[src/rtl/ieb_pkg.sv]
// package for the upper interrupt enable bank: offsets, masks, resets, carriers
package ieb_pkg;
	localparam int          IEB_NUM_GROUPS  = 4;
	localparam int          IEB_AW          = 5;
	// byte offsets of the bank registers on the bus
	localparam logic [4:0]  IEB_OFF_EN4     = 5'h00;
	localparam logic [4:0]  IEB_OFF_EN5     = 5'h04;
	localparam logic [4:0]  IEB_OFF_EN6     = 5'h08;
	localparam logic [4:0]  IEB_OFF_EN7     = 5'h0C;
	localparam logic [4:0]  IEB_OFF_STAT    = 5'h10;
	localparam logic [4:0]  IEB_OFF_MASK    = 5'h14;
	// implemented bit masks per group
	localparam logic [15:0] IEB_MASK_EN4    = 16'h0A46;
	localparam logic [15:0] IEB_MASK_EN5    = 16'hE01E;
	localparam logic [15:0] IEB_MASK_EN6    = 16'hC3FF;
	localparam logic [15:0] IEB_MASK_EN7    = 16'h003F;
	localparam logic [15:0] IEB_RST_EN      = 16'h0000;
	// field positions in group 4
	localparam int          IEB_BIT_ENC2    = 11;
	localparam int          IEB_BIT_PWMSEC  = 9;
	localparam int          IEB_BIT_CANTX   = 6;
	localparam int          IEB_BIT_UART2E  = 2;
	localparam int          IEB_BIT_UART1E  = 1;
	// status bits: 0 = request rose, 1 = unmapped access
	localparam int          IEB_ST_W        = 2;
	localparam int          IEB_ST_REQ      = 0;
	localparam int          IEB_ST_BADADR   = 1;
	localparam logic [1:0]  IEB_RST_ST      = 2'h0;
	localparam logic [31:0] IEB_BAD_DATA    = 32'h0000_0000;

	typedef struct packed {
		logic [15:0] g7;
		logic [15:0] g6;
		logic [15:0] g5;
		logic [15:0] g4;
	} ieb_vec_t;
endpackage

[src/rtl/ieb_bank.sv]
// upper interrupt enable bank with wishbone slave and sticky summary interrupt
//
// Added by the designer: the Wishbone interface to the registers and the placing of the registers.
`timescale 1ns/10ps

//////////////////////////////////////////////////////////////////////////////
module ieb_bank #(
	parameter bit HAS_CAN = 1'b1
) (
	input  wire logic             clk_i,
	input  wire logic             rst_i,
	input  wire logic             ce_i,
	input  wire logic             wb_cyc_i,
	input  wire logic             wb_stb_i,
	input  wire logic             wb_we_i,
	input  wire logic [4:0]       wb_adr_i,
	input  wire logic [3:0]       wb_sel_i,
	input  wire logic [31:0]      wb_dat_i,
	output logic      [31:0]      wb_dat_o,
	output logic                  wb_ack_o,
	input  wire ieb_pkg::ieb_vec_t pend_i,
	input  wire ieb_pkg::ieb_vec_t prio_zero_i,
	output ieb_pkg::ieb_vec_t     req_o,
	output logic                  irq_o
);
	import ieb_pkg::*;

	localparam logic [15:0] MASKS [IEB_NUM_GROUPS] = '{IEB_MASK_EN4, IEB_MASK_EN5, IEB_MASK_EN6, IEB_MASK_EN7};

	logic [15:0]        en_reg [IEB_NUM_GROUPS];
	logic [IEB_ST_W-1:0] stat_reg;
	logic [IEB_ST_W-1:0] imask_reg;
	logic               req_any_d_reg;
	ieb_vec_t           req_next;
	logic               acc;
	logic               wr_lo;
	logic               wr_hi;
	logic               mapped;
	logic               req_any;

	//////////////////////////////////////////////////////////////////////////////
	// bus decode; ack lasts one running cycle so a held request is not taken twice
	assign acc    = wb_cyc_i && wb_stb_i && !wb_ack_o && ce_i;
	assign wr_lo  = acc && wb_we_i && wb_sel_i[0];
	assign wr_hi  = acc && wb_we_i && wb_sel_i[1];
	assign mapped = (wb_adr_i <= IEB_OFF_MASK) && (wb_adr_i[1:0] == 2'h0);

	// one enable register per group, masked so reserved bits never store
	genvar g;
	generate
		for (g = 0; g < IEB_NUM_GROUPS; g++)
		begin : g_en
			localparam logic [4:0] OFF = 5'(4 * g);
			always_ff @(posedge clk_i)
			begin
				if (rst_i)
					en_reg[g] <= IEB_RST_EN;
				else if (wb_adr_i == OFF)
				begin
					if (wr_lo)
						en_reg[g][7:0] <= wb_dat_i[7:0] & MASKS[g][7:0];
					if (wr_hi)
						en_reg[g][15:8] <= wb_dat_i[15:8] & MASKS[g][15:8];
				end
			end
		end
	endgenerate

	//////////////////////////////////////////////////////////////////////////////
	// request gating; pending flags live in the sources and are untouched here
	always_comb
	begin
		req_next    = pend_i & {en_reg[3], en_reg[2], en_reg[1], en_reg[0]};
		req_next    = req_next & ~prio_zero_i;
		req_next.g4 = req_next.g4 & IEB_MASK_EN4;
		req_next.g5 = req_next.g5 & IEB_MASK_EN5;
		req_next.g6 = req_next.g6 & IEB_MASK_EN6;
		req_next.g7 = req_next.g7 & IEB_MASK_EN7;
		if (!HAS_CAN)
			req_next.g4[IEB_BIT_CANTX] = 1'b0;
	end

	// registered request outputs, one cycle behind pending and enable
	always_ff @(posedge clk_i)
	begin
		if (rst_i)
			req_o <= '0;
		else if (ce_i)
			req_o <= req_next;
	end

	//////////////////////////////////////////////////////////////////////////////
	// sticky status: set on rising summary request or unmapped access; set wins
	assign req_any = |req_next;

	always_ff @(posedge clk_i)
	begin
		if (rst_i)
			req_any_d_reg <= 1'b0;
		else if (ce_i)
			req_any_d_reg <= req_any;
	end

	always_ff @(posedge clk_i)
	begin
		if (rst_i)
			stat_reg <= IEB_RST_ST;
		else if (ce_i)
		begin
			for (int i = 0; i < IEB_ST_W; i++)
			begin
				if ((i == IEB_ST_REQ && req_any && !req_any_d_reg) || (i == IEB_ST_BADADR && acc && !mapped))
					stat_reg[i] <= 1'b1;
				else if (wr_lo && wb_adr_i == IEB_OFF_STAT && wb_dat_i[i])
					stat_reg[i] <= 1'b0;
			end
		end
	end

	always_ff @(posedge clk_i)
	begin
		if (rst_i)
			imask_reg <= IEB_RST_ST;
		else if (wr_lo && wb_adr_i == IEB_OFF_MASK)
			imask_reg <= wb_dat_i[IEB_ST_W-1:0];
	end

	always_ff @(posedge clk_i)
	begin
		if (rst_i)
			irq_o <= 1'b0;
		else if (ce_i)
			irq_o <= |(stat_reg & imask_reg);
	end

	//////////////////////////////////////////////////////////////////////////////
	// ack and read data; upper bits and unimplemented bits return zero
	always_ff @(posedge clk_i)
	begin
		if (rst_i)
		begin
			wb_ack_o <= 1'b0;
			wb_dat_o <= '0;
		end
		else if (ce_i)
		begin
			wb_ack_o <= acc;
			if (acc && !wb_we_i)
			begin
				case (wb_adr_i)
					IEB_OFF_EN4:  wb_dat_o <= {16'h0000, en_reg[0] & IEB_MASK_EN4};
					IEB_OFF_EN5:  wb_dat_o <= {16'h0000, en_reg[1] & IEB_MASK_EN5};
					IEB_OFF_EN6:  wb_dat_o <= {16'h0000, en_reg[2] & IEB_MASK_EN6};
					IEB_OFF_EN7:  wb_dat_o <= {16'h0000, en_reg[3] & IEB_MASK_EN7};
					IEB_OFF_STAT: wb_dat_o <= {30'h0, stat_reg};
					IEB_OFF_MASK: wb_dat_o <= {30'h0, imask_reg};
					default:      wb_dat_o <= IEB_BAD_DATA;
				endcase
			end
		end
	end
endmodule

[config.mk]
export PLATFORM = sky130hd
export DESIGN_NAME = ieb_bank
export DESIGN_NICKNAME = d
export VERILOG_FILES = /design/src/rtl/ieb_pkg.sv /design/src/rtl/ieb_bank.sv
export SDC_FILE = /design/constraint.sdc
export NUM_CORES = 1
export LEC_CHECK = 0
export BUFFER_PORTS_ARGS = -buffer_cell sky130_fd_sc_hd__buf_2
export CELL_PAD_IN_SITES_DETAIL_PLACEMENT = 1
export CELL_PAD_IN_SITES_GLOBAL_PLACEMENT = 2
export CORE_MARGIN = 1.5
export CORE_UTILIZATION = 24
export DETAILED_ROUTE_END_ITERATION = 16
export PLACE_DENSITY_LB_ADDON = 0.1
export SKIP_LAST_GASP = 1
export SLEW_MARGIN = 25
export SYNTH_ARGS = -nofsm -noshare
export SYNTH_HDL_FRONTEND = slang
export SYNTH_SLANG_ARGS = --single-unit
[constraint.sdc]
create_clock -name clk_i -period 3.8 [get_ports clk_i]
set_input_delay 1.14 -clock clk_i [delete_from_list [all_inputs] [get_ports clk_i]]
set_output_delay 1.14 -clock clk_i [all_outputs]
set_load 0.01 [all_outputs]
==> results of run 1 <==
-- Yosys cell counts, types with 5 or more instances --
| library cell | n |
|---|---|
| o21bai_1 | 8 |
| a22o_1 | 6 |
| dfxtp_1 | 51 |
| nor2_1 | 33 |
| o21a_1 | 8 |
| a21oi_1 | 30 |
| nand3b_1 | 16 |
| or2_2 | 8 |
| o22ai_1 | 7 |
| edfxtp_1 | 30 |
| nor3_1 | 14 |
| mux2i_1 | 7 |
| a22oi_1 | 7 |
| clkbuf_1 | 15 |
| nand2_1 | 51 |
| or3_1 | 8 |
| nand2b_1 | 5 |
| nand3_1 | 8 |
| and2_1 | 32 |
| buf_4 | 54 |
-- cell type report --
| type | instances | area, um^2 |
|---|---|---|
| Clock buffer | 9 | 225.2 |
| Clock inverter | 7 | 70.07 |
| Fill cell | 1998 | 11450 |
| Inverter | 2 | 7.507 |
| Multi-Input combinational cell | 328 | 1800 |
| Sequential cell | 81 | 1922 |
| Tap cell | 220 | 275.3 |
| Timing Repair Buffer | 137 | 710.7 |
-- worst max path at each step --
stage | start | slack, ns | depth (start not counted) | end
2_1_floorplan | ce_i | 1.25 | 5 | en_reg[2][0]
3_3_place_gp | ce_i | 0.86 | 4 | en_reg[3][3]
3_5_place_dp | ce_i | 0.81 | 4 | en_reg[3][4]
4_1_cts | ce_i | 1.18 | 4 | en_reg[3][5]
5_1_grt | ce_i | 1.06 | 4 | en_reg[3][0]
6_report | ce_i | 1.21 | 4 | en_reg[3][5]
-- cells in the final DEF, fill, tap and decap left out, types with 2 or more instances in the layout --
cell type	synthesis	final
or2_2	8	8
a22o_1	6	6
nand3_1	8	8
inv_1	2	2
and2_1	32	32
or3_1	8	8
o21a_1	8	8
a21oi_1	30	30
mux2i_1	7	7
buf_2	2	132
nor2_1	33	33
clkinvlp_4	0	3
edfxtp_1	30	30
a22oi_1	7	7
nand2b_1	5	5
nand3b_1	16	16
o21bai_1	8	8
and3_1	3	3
nor2b_1	3	3
dfxtp_1	51	51
nor4_1	4	4
nand2_1	51	51
clkbuf_16	0	9
nor3_1	14	14
nand4_1	4	4
a2bb2oi_1	2	2
buf_4	54	4
o22ai_1	7	7
conb_1	1	52
mux2_2	2	2
-- power breakdown --
group	internal (mW)	switching (mW)	total [mW]
combinational	0.0657	0.110	0.176
sequential	0.914	0.0123	0.926
clock	0.508	0.372	0.880
total	1.49	0.494	1.98
-- worst max-delay path: cells and delay by family --
kind                   cells  cell delay [ns]
AO/OA/AOI/OAI              1             0.60
buffers and inverters      1             0.18
AND/OR/NAND/NOR            2             0.63
-- routing by layer --
layer  vias up  part of all wire [%]  global-route usage (%)
met5         -                     0                       0
met4         0                   1.1                   4.762
met3        10                   4.6                   3.191
met2       107                    50                   26.03
met1      1610                    44                   18.32
li1       1656                     -                       -
-- cell families after synthesis --
kind of cell | count (synthesis) | share of synthesized area, %
AOI/OAI and AO/OA | 73 | 11.89
buffers and inverters | 73 | 11.95
DFF | 81 | 47.93
muxes | 10 | 2.871
other | 1 | 0.09351
and+or+nand+nor | 193 | 25.27
-- per-stage QoR --
stage          util, %  std cells  total power, mW  area (um^2)  setup slack, ns
2_1_floorplan        -        482            1.073         4202            1.246
3_3_place_gp     28.64        768            1.122         4716           0.8599
3_5_place_dp     28.64        768            1.123         4716           0.8148
4_1_cts          30.43        784            2.011         5011            1.182
5_1_grt          30.43        784            2.059         5011            1.059
6_report         30.43        784            1.982         5011            1.212
==> results.yml, run 1 <==
status:
  status: "finished clean"
yosys:
  synth_top_area_share_pct: 25.46
  ys_seq_area_share_pct: 47.93
  async_flop_share_pct: 0
  yosys-top-cells-area: "dfxtp_1 25%, edfxtp_1 22%, buf_4 10%"
  synth_top_area_cell: "dfxtp_1"
  syn_area_um2: 4010
  ys_warn_count: 0
  synthCells: 431
  synth_cell_types: 39
  synth-edff-count: 30
  synth_ff_type: "dfxtp_1"
  postSynthAreaPerCell_um2: 9.304
  ys_seq_elements: 81
cts:
  postCtsHoldBufs: 0
  clk_pin_slew_worst_paths_ns: 0.06
  clock_latency_ns: 0.34
  cts_tree: "done"
  cts_resized: 0
  cts_made_buffers: 9
  clockBufferDepth: 2
  cts-root-buf: "clkbuf_16"
  post_cts_buffers: 0
  htreeDepth: 3
  clock_sinks: 81
routing:
  detail-route-antenna-nets: 0
  drc: 0
  detail_route.iter0.violations: 138
  drt_pass1_iterations: 4
  routed_wl_mm: 13.00
  via_count: 3383
  viasPerCell: 4.315
  wl_per_cell_um: 16.58
timing:
  hold_viol: 0
  clock_skew_ns: 0.009725
  rsz0062_at_grt: "false"
  fin_crit_sh_pct: 68.10
  min_period_ns: 2.588
  tightest_slew_ns: 0.8836
  hold_slack_ns: 0.4591
  drv_slew: 0
  finalSetupViolCount: 0
  timing.setup.tns_ns: 0
  maxClockFrequency_ghz: 0.3864
  slew-limit-headroom_pct: 40.55
grt:
  grt_pass1_vias: 3373
  grt_first_pass_wirelength_mm: 19.48
  grt_max_degree: 60
  track_usage_pct: 14.91
  antenna_found_initial: 0
  grt_overflow_total: 0
die:
  die-area_um2: 17490
  die_width_um: 132.3
  core_um2: 16470
  fp.dieH_um: 132.3
  io_pins: 273
  initial_core_util_pct: 24.35
  rows: 47
critical_path:
  cp_slowest_stage_delay_ns: 0.60
  timing.rr.start: "en_reg[1][3]"
  rrSetupSlack_ns: 1.75
  worstPathArrival_ns: 2.56
  worstSetupPathType: "in2reg"
  cp_cell_sequence: "buf_2 > and4b_1 > nand3_4 > o21bai_1"
  worstPathMaxFanout: 10
  r2r_cells: 5
  reg2reg_to: "req_any_d_reg"
  start_kind: "input port"
  worst_ep_required_time_ns: 3.77
  slowest_stage: "o21bai_1"
  end_kind: "register"
cells_and_area:
  layout.nets: 734
  antenna_cells: 0
  syn2layout_area_growth_pct: 24.96
  drive_gt1_share_pct: 29.43
flow_run:
  max_cap_violations: 0
place:
  place.gp.congestion: 0.7365
  numPortBuffers: 132
  dp_hpwl_mm: 10.24
worst_hold_path:
  hp-start: "wb_dat_o[11]"
  min_path_type: "reg2reg"
  whs_endpoint: "wb_dat_o[11]"
  hold_depth: 2
power_and_ir_drop:
  leakage_nw: 2.144
  power_density_nw_per_um2: 395.5
  vdd_drop_max_v: 0.0001897
No activity file was read; power rests on OpenSTA's default activity.
==> run 2: changes to the inputs <==
CORE_UTILIZATION = 20   (was 24)
clock period = 2.1 ns   (was 3.8 ns; I/O delays follow)
==> run 2 against run 1 <==
Effect of this change:
- core utilization decreased by 3.3 points
- cell count increased by 8.8%
- die area up 20%
- register-to-register slack worse by 1.4 ns
- non-clock buffer count is 24 higher
- count of clock-buffer cells in the layout stayed put
- power grew 100%
- clock power rose by 120%
- combinational power up 95%
- final area increased by 6.1%
- sequential power rose by 81%
- sequential cell count is the same
==> results.yml, run 2 (same netlist as run 1, synthesis figures left out) <==
cells_and_area:
  fillers: 2328
  final_cells: 853
  layout.nets: 758
  antenna_cells: 0
  syn2layout_area_growth_pct: 32.64
  finalInstanceArea_um2: 5319
  drive_gt1_share_pct: 32.48
  final_cell_mix: "132 x buf_2, 52 x conb_1, 51 x nand2_1, 51 x dfxtp_1, 33 x nor2_1"
  layout_commonest_cell: "buf_2"
cts:
  post_cts_buffers: 0
  clock_latency_ns: 0.34
  cts_tree: "done"
  clk_pin_slew_worst_paths_ns: 0.07
  clock_sinks: 81
  cts_resized: 0
  cts-root-buf: "clkbuf_16"
  clockBufferDepth: 2
  cts_made_buffers: 9
  postCtsHoldBufs: 0
  htreeDepth: 3
routing:
  drc: 0
  wl_per_cell_um: 15.77
  routed_wl_mm: 13.45
  via_count: 3413
  viasPerCell: 4.001
  detail-route-antenna-nets: 0
  drt_pass1_iterations: 4
  detail_route.iter0.violations: 110
die:
  io_pins: 273
  core_um2: 19590
  initial_core_util_pct: 20.47
  die_width_um: 144.6
  fp.dieH_um: 144.6
  rows: 51
  die-area_um2: 20910
place:
  post-place-cells: 837
  dp_hpwl_mm: 11.09
  numPortBuffers: 132
  pre_cts_slack_ns: 0.05558
  place.gp.congestion: 0.7166
  placed_area_um2: 4952
timing:
  timing.setup.tns_ns: 0
  drv_slew: 0
  clock_skew_ns: 0.006676
  fin_crit_sh_pct: 82.16
  min_period_ns: 1.725
  finalWorstSetupSlack_ns: 0.3746
  finalSetupViolCount: 0
  rsz0062_at_grt: "false"
  hold_viol: 0
  maxClockFrequency_ghz: 0.5796
grt:
  track_usage_pct: 13.09
  grt_max_degree: 27
  antenna_found_initial: 0
  grt_pass1_vias: 3479
  grt_first_pass_wirelength_mm: 19.85
  grt_overflow_total: 0
critical_path:
  cp_cell_sequence: "nand3b_1 > nand4_1 > nor4_1 > buf_4 > and3_1 > a211oi_1"
  worstPathMaxFanout: 2
  end_kind: "register"
  worstPathArrival_ns: 1.95
  crit_buf_inv: 1
  worstSetupPathType: "reg2reg"
  slowest_stage: "edfxtp_1"
  start_kind: "register"
  crit_family: "simple AND/OR/NAND/NOR gates"
  worst_ep_required_time_ns: 2.32
  cp_slowest_stage_delay_ns: 0.45
power_and_ir_drop:
  pwr-share-comb_pct: 8.6
  p_switching_uw: 916.3
  seqPwrFrac_pct: 42.0
  power_density_nw_per_um2: 751.3
  p_int_mw: 3.080
  switching_share_pct: 22.93
  power_mw: 3.996
  vdd_drop_max_v: 0.0003639
  power.share.clock_pct: 49.5
  leakage_nw: 2.302
worst_hold_path:
  min_path_type: "reg2reg"
status:
  status: "finished clean"
flow_run:
  max_cap_violations: 0
[run 2: cell types whose count changed in the layout (fill, tap and decap cells not counted)]
cell / previous run / this run
clkinvlp_4: 3 / 1
buf_4: 4 / 28
bufinv_16: 1 / 4
inv_1: 2 / 1
[run 2: path summary, 6_finish.rpt]
check / startpoint / endpoint / slack, ns / cells after the start
hold / removal: wb_dat_o[7] / wb_dat_o[7] / 0.45 / 2
setup reg to reg: en_reg[1][3] / req_any_d_reg / 0.37 / 6
hold reg to reg: wb_dat_o[7] / wb_dat_o[7] / 0.45 / 2
setup / recovery: en_reg[1][3] / req_any_d_reg / 0.37 / 6
[run 2: through the flow]
stage          hold slack [ns]  utilization, %
6_report                0.4540           27.15
5_1_grt                 0.4802           27.15
4_1_cts                 0.4526           27.15
3_5_place_dp            0.4447           25.28
3_3_place_gp            0.4385           25.28
2_1_floorplan           0.4595               -
[run 2: power groups by stage]
stage / combinational (mW) / sequential (mW) / clock [mW]
after floorplan: 0.238 / 1.70 / 0
after global placement: 0.345 / 1.71 / 0
after detailed placement: 0.348 / 1.71 / 0
after CTS: 0.349 / 1.68 / 2.05
after global routing: 0.386 / 1.68 / 2.10
final: 0.343 / 1.68 / 1.98
[run 2: routing by layer]
metal  track usage, %  wire length (um)  part of all wire [%]  vias to the layer above
met1            16.43              6102                    45                     1604
met3            3.212               709                   5.3                        5
li1                 -                 -                     -                     1698
met4            4.147               121                  0.90                        0
met2            22.01              6520                    48                      106
met5                0                 0                     0                        -
[run 2: final cells by class]
| class | count | area (um^2) | area share (%) |
|---|---|---|---|
| clock buffers | 9 | 225.2 | 4.234 |
| clock inverters | 7 | 141.4 | 2.658 |
| inverters | 2 | 7.507 | 0.1411 |
| multi-input cells | 328 | 1800 | 33.85 |
| flip-flops and latches | 81 | 1922 | 36.13 |
| well taps | 265 | 331.6 | 6.234 |
| repair buffers | 161 | 890.9 | 16.75 |
[run 2: worst register-to-register path, delay by kind of cell, from the launching register on]
kind                   cells  cell delay [ns]
AO/OA/AOI/OAI              1             0.09
buffers and inverters      1             0.18
flip-flops                 1             0.45
AND/OR/NAND/NOR            4             0.88
==> run 3: changes to the inputs <==
clock period = 1.5 ns   (was 2.1 ns; I/O delays follow)
==> run 3 against run 2 <==
Effect of this change:
- the flow now finishes with violations (negative setup slack)
- final area is 12% higher
- clock power increased by 13%
- non-clock buffer count grew 48
- maximum frequency is 3.8% higher
- sequential share of layout area shrank 3.9 points
- die area did not move
- combinational power grew 78%
- largest power group is now sequential cells
- highest routed layer unchanged
==> results.yml, run 3 (same netlist as run 1, synthesis figures left out) <==
status:
  status: "finished, violations left"
  violations: "negative setup slack"
cts:
  cts_tree: "done"
  clockBufferDepth: 2
  clock_sinks: 81
  cts_made_buffers: 9
  clk_pin_slew_worst_paths_ns: 0.07
  cts-root-buf: "clkbuf_16"
  htreeDepth: 3
  clock_latency_ns: 0.34
  postCtsHoldBufs: 0
grt:
  grt_overflow_total: 0
  grt_first_pass_wirelength_mm: 20.93
  antenna_found_initial: 0
  grt_max_degree: 25
  track_usage_pct: 13.82
  grt_pass1_vias: 3698
timing:
  finalWorstSetupSlack_ns: -0.1629
  slew-limit-headroom_pct: 62.99
  clock_skew_ns: 0.009018
  finalSetupViolCount: 40
  hold_viol: 0
  maxClockFrequency_ghz: 0.6013
  drv_slew: 0
  tightest_slew_ns: 0.5552
  fin_crit_sh_pct: 110.9
  rsz0062_at_grt: "true"
  min_period_ns: 1.663
die:
  fp.dieH_um: 144.6
  initial_core_util_pct: 20.47
  die-area_um2: 20910
  rows: 51
  core_um2: 19590
  die_width_um: 144.6
  io_pins: 273
critical_path:
  slowest_stage: "edfxtp_1"
  cp_cell_sequence: "nand3b_1 > nand4_1 > nor4_4 > buf_4 > and3_4 > o21bai_1"
  cp_slowest_stage_delay_ns: 0.46
  worstPathMaxFanout: 2
  worstPathArrival_ns: 1.90
  crit_buf_inv: 1
  critPathLaunch: "en_reg[1][4]"
  worstSetupPathType: "reg2reg"
  end_kind: "register"
  worst_ep_required_time_ns: 1.73
  start_kind: "register"
  timing.rr.start: "en_reg[1][4]"
  crit_family: "simple AND/OR/NAND/NOR gates"
routing:
  viasPerCell: 4.070
  routed_wl_mm: 14.47
  wl_per_cell_um: 16.06
  drc: 0
  via_count: 3667
  detail-route-antenna-nets: 0
  drt_pass1_iterations: 4
  detail_route.iter0.violations: 91
power_and_ir_drop:
  power_mw: 5.201
  vdd_drop_max_v: 0.0004670
  leakage_nw: 2.634
  power_density_nw_per_um2: 871.2
cells_and_area:
  syn2layout_area_growth_pct: 48.86
  antenna_cells: 0
  drive_gt1_share_pct: 44.03
  final_cell_mix: "131 x buf_2, 61 x buf_4, 52 x conb_1"
  layout.nets: 806
  fillers: 2310
  layout_commonest_cell: "buf_2"
place:
  place.gp.congestion: 0.7799
  pre_cts_slack_ns: -0.5001
  numPortBuffers: 132
  dp_hpwl_mm: 11.88
worst_hold_path:
  min_path_type: "in2reg"
  hp-start: "prio_zero_i[52]"
flow_run:
  max_cap_violations: 0
[run 3: worst reg2reg max path: stages (launching register included)]
cell and delay (ns):
edfxtp_1 0.46, nand3b_1 0.17, nand4_1 0.15, nor4_4 0.33
buf_4 0.17, and3_4 0.19, o21bai_1 0.07
[run 3: layout make-up]
type | instances | area (um^2) | share of cell area, %
clock inverters | 6 | 58.81 | 0.9851
repair buffers | 209 | 1345 | 22.53
multi-input cells | 328 | 2074 | 34.75
well taps | 265 | 331.6 | 5.554
clock buffers | 10 | 229.0 | 3.836
inverters | 2 | 7.507 | 0.1258
flip-flops and latches | 81 | 1923 | 32.22
[run 3: final timing paths]
kind,endpoint,slack [ns],depth (start not counted)
setup / recovery,stat_reg[0],-0.16,6
hold / removal,req_o[52],0.38,3
setup reg to reg,stat_reg[0],-0.16,6
hold reg to reg,req_o[17],0.46,2
[run 3: repair_timing]
| item | in CTS | in global routing |
|---|---|---|
| pin swaps | 15 | 17 |
| buffers inserted | 1 | 2 |
| resized for setup | 23 | 49 |
| endpoints found under the setup margin | 71 | 71 |
[run 3: where the power goes]
part | switching, mW | leakage [nW] | internal, mW
registers | 0.0309 | 0.735 | 2.31
logic | 0.332 | 1.76 | 0.280
clock network | 0.962 | 0.138 | 1.28
[run 3: metrics by stage]
step	TNS (ns)	std cells	utilization [%]	instance area (um^2)	hold WS [ns]
floorplan	-4.256	482	-	4240	0.4595
global placement	-22.75	882	27.25	5339	0.4403
detailed placement	-24.48	882	27.25	5339	0.4447
CTS	-2.030	899	29.32	5744	0.3658
global route	-4.778	901	30.47	5969	0.3850
finish	-1.753	901	30.47	5969	0.3829
[run 3: layer usage]
layer | GRT usage [%] | vias up | wire length, um
li1 | - | 1799 | -
met1 | 17.07 | 1746 | 6302
met2 | 23.80 | 104 | 7282
met3 | 2.583 | 18 | 605
met4 | 5.210 | 0 | 280
met5 | 0 | - | 0
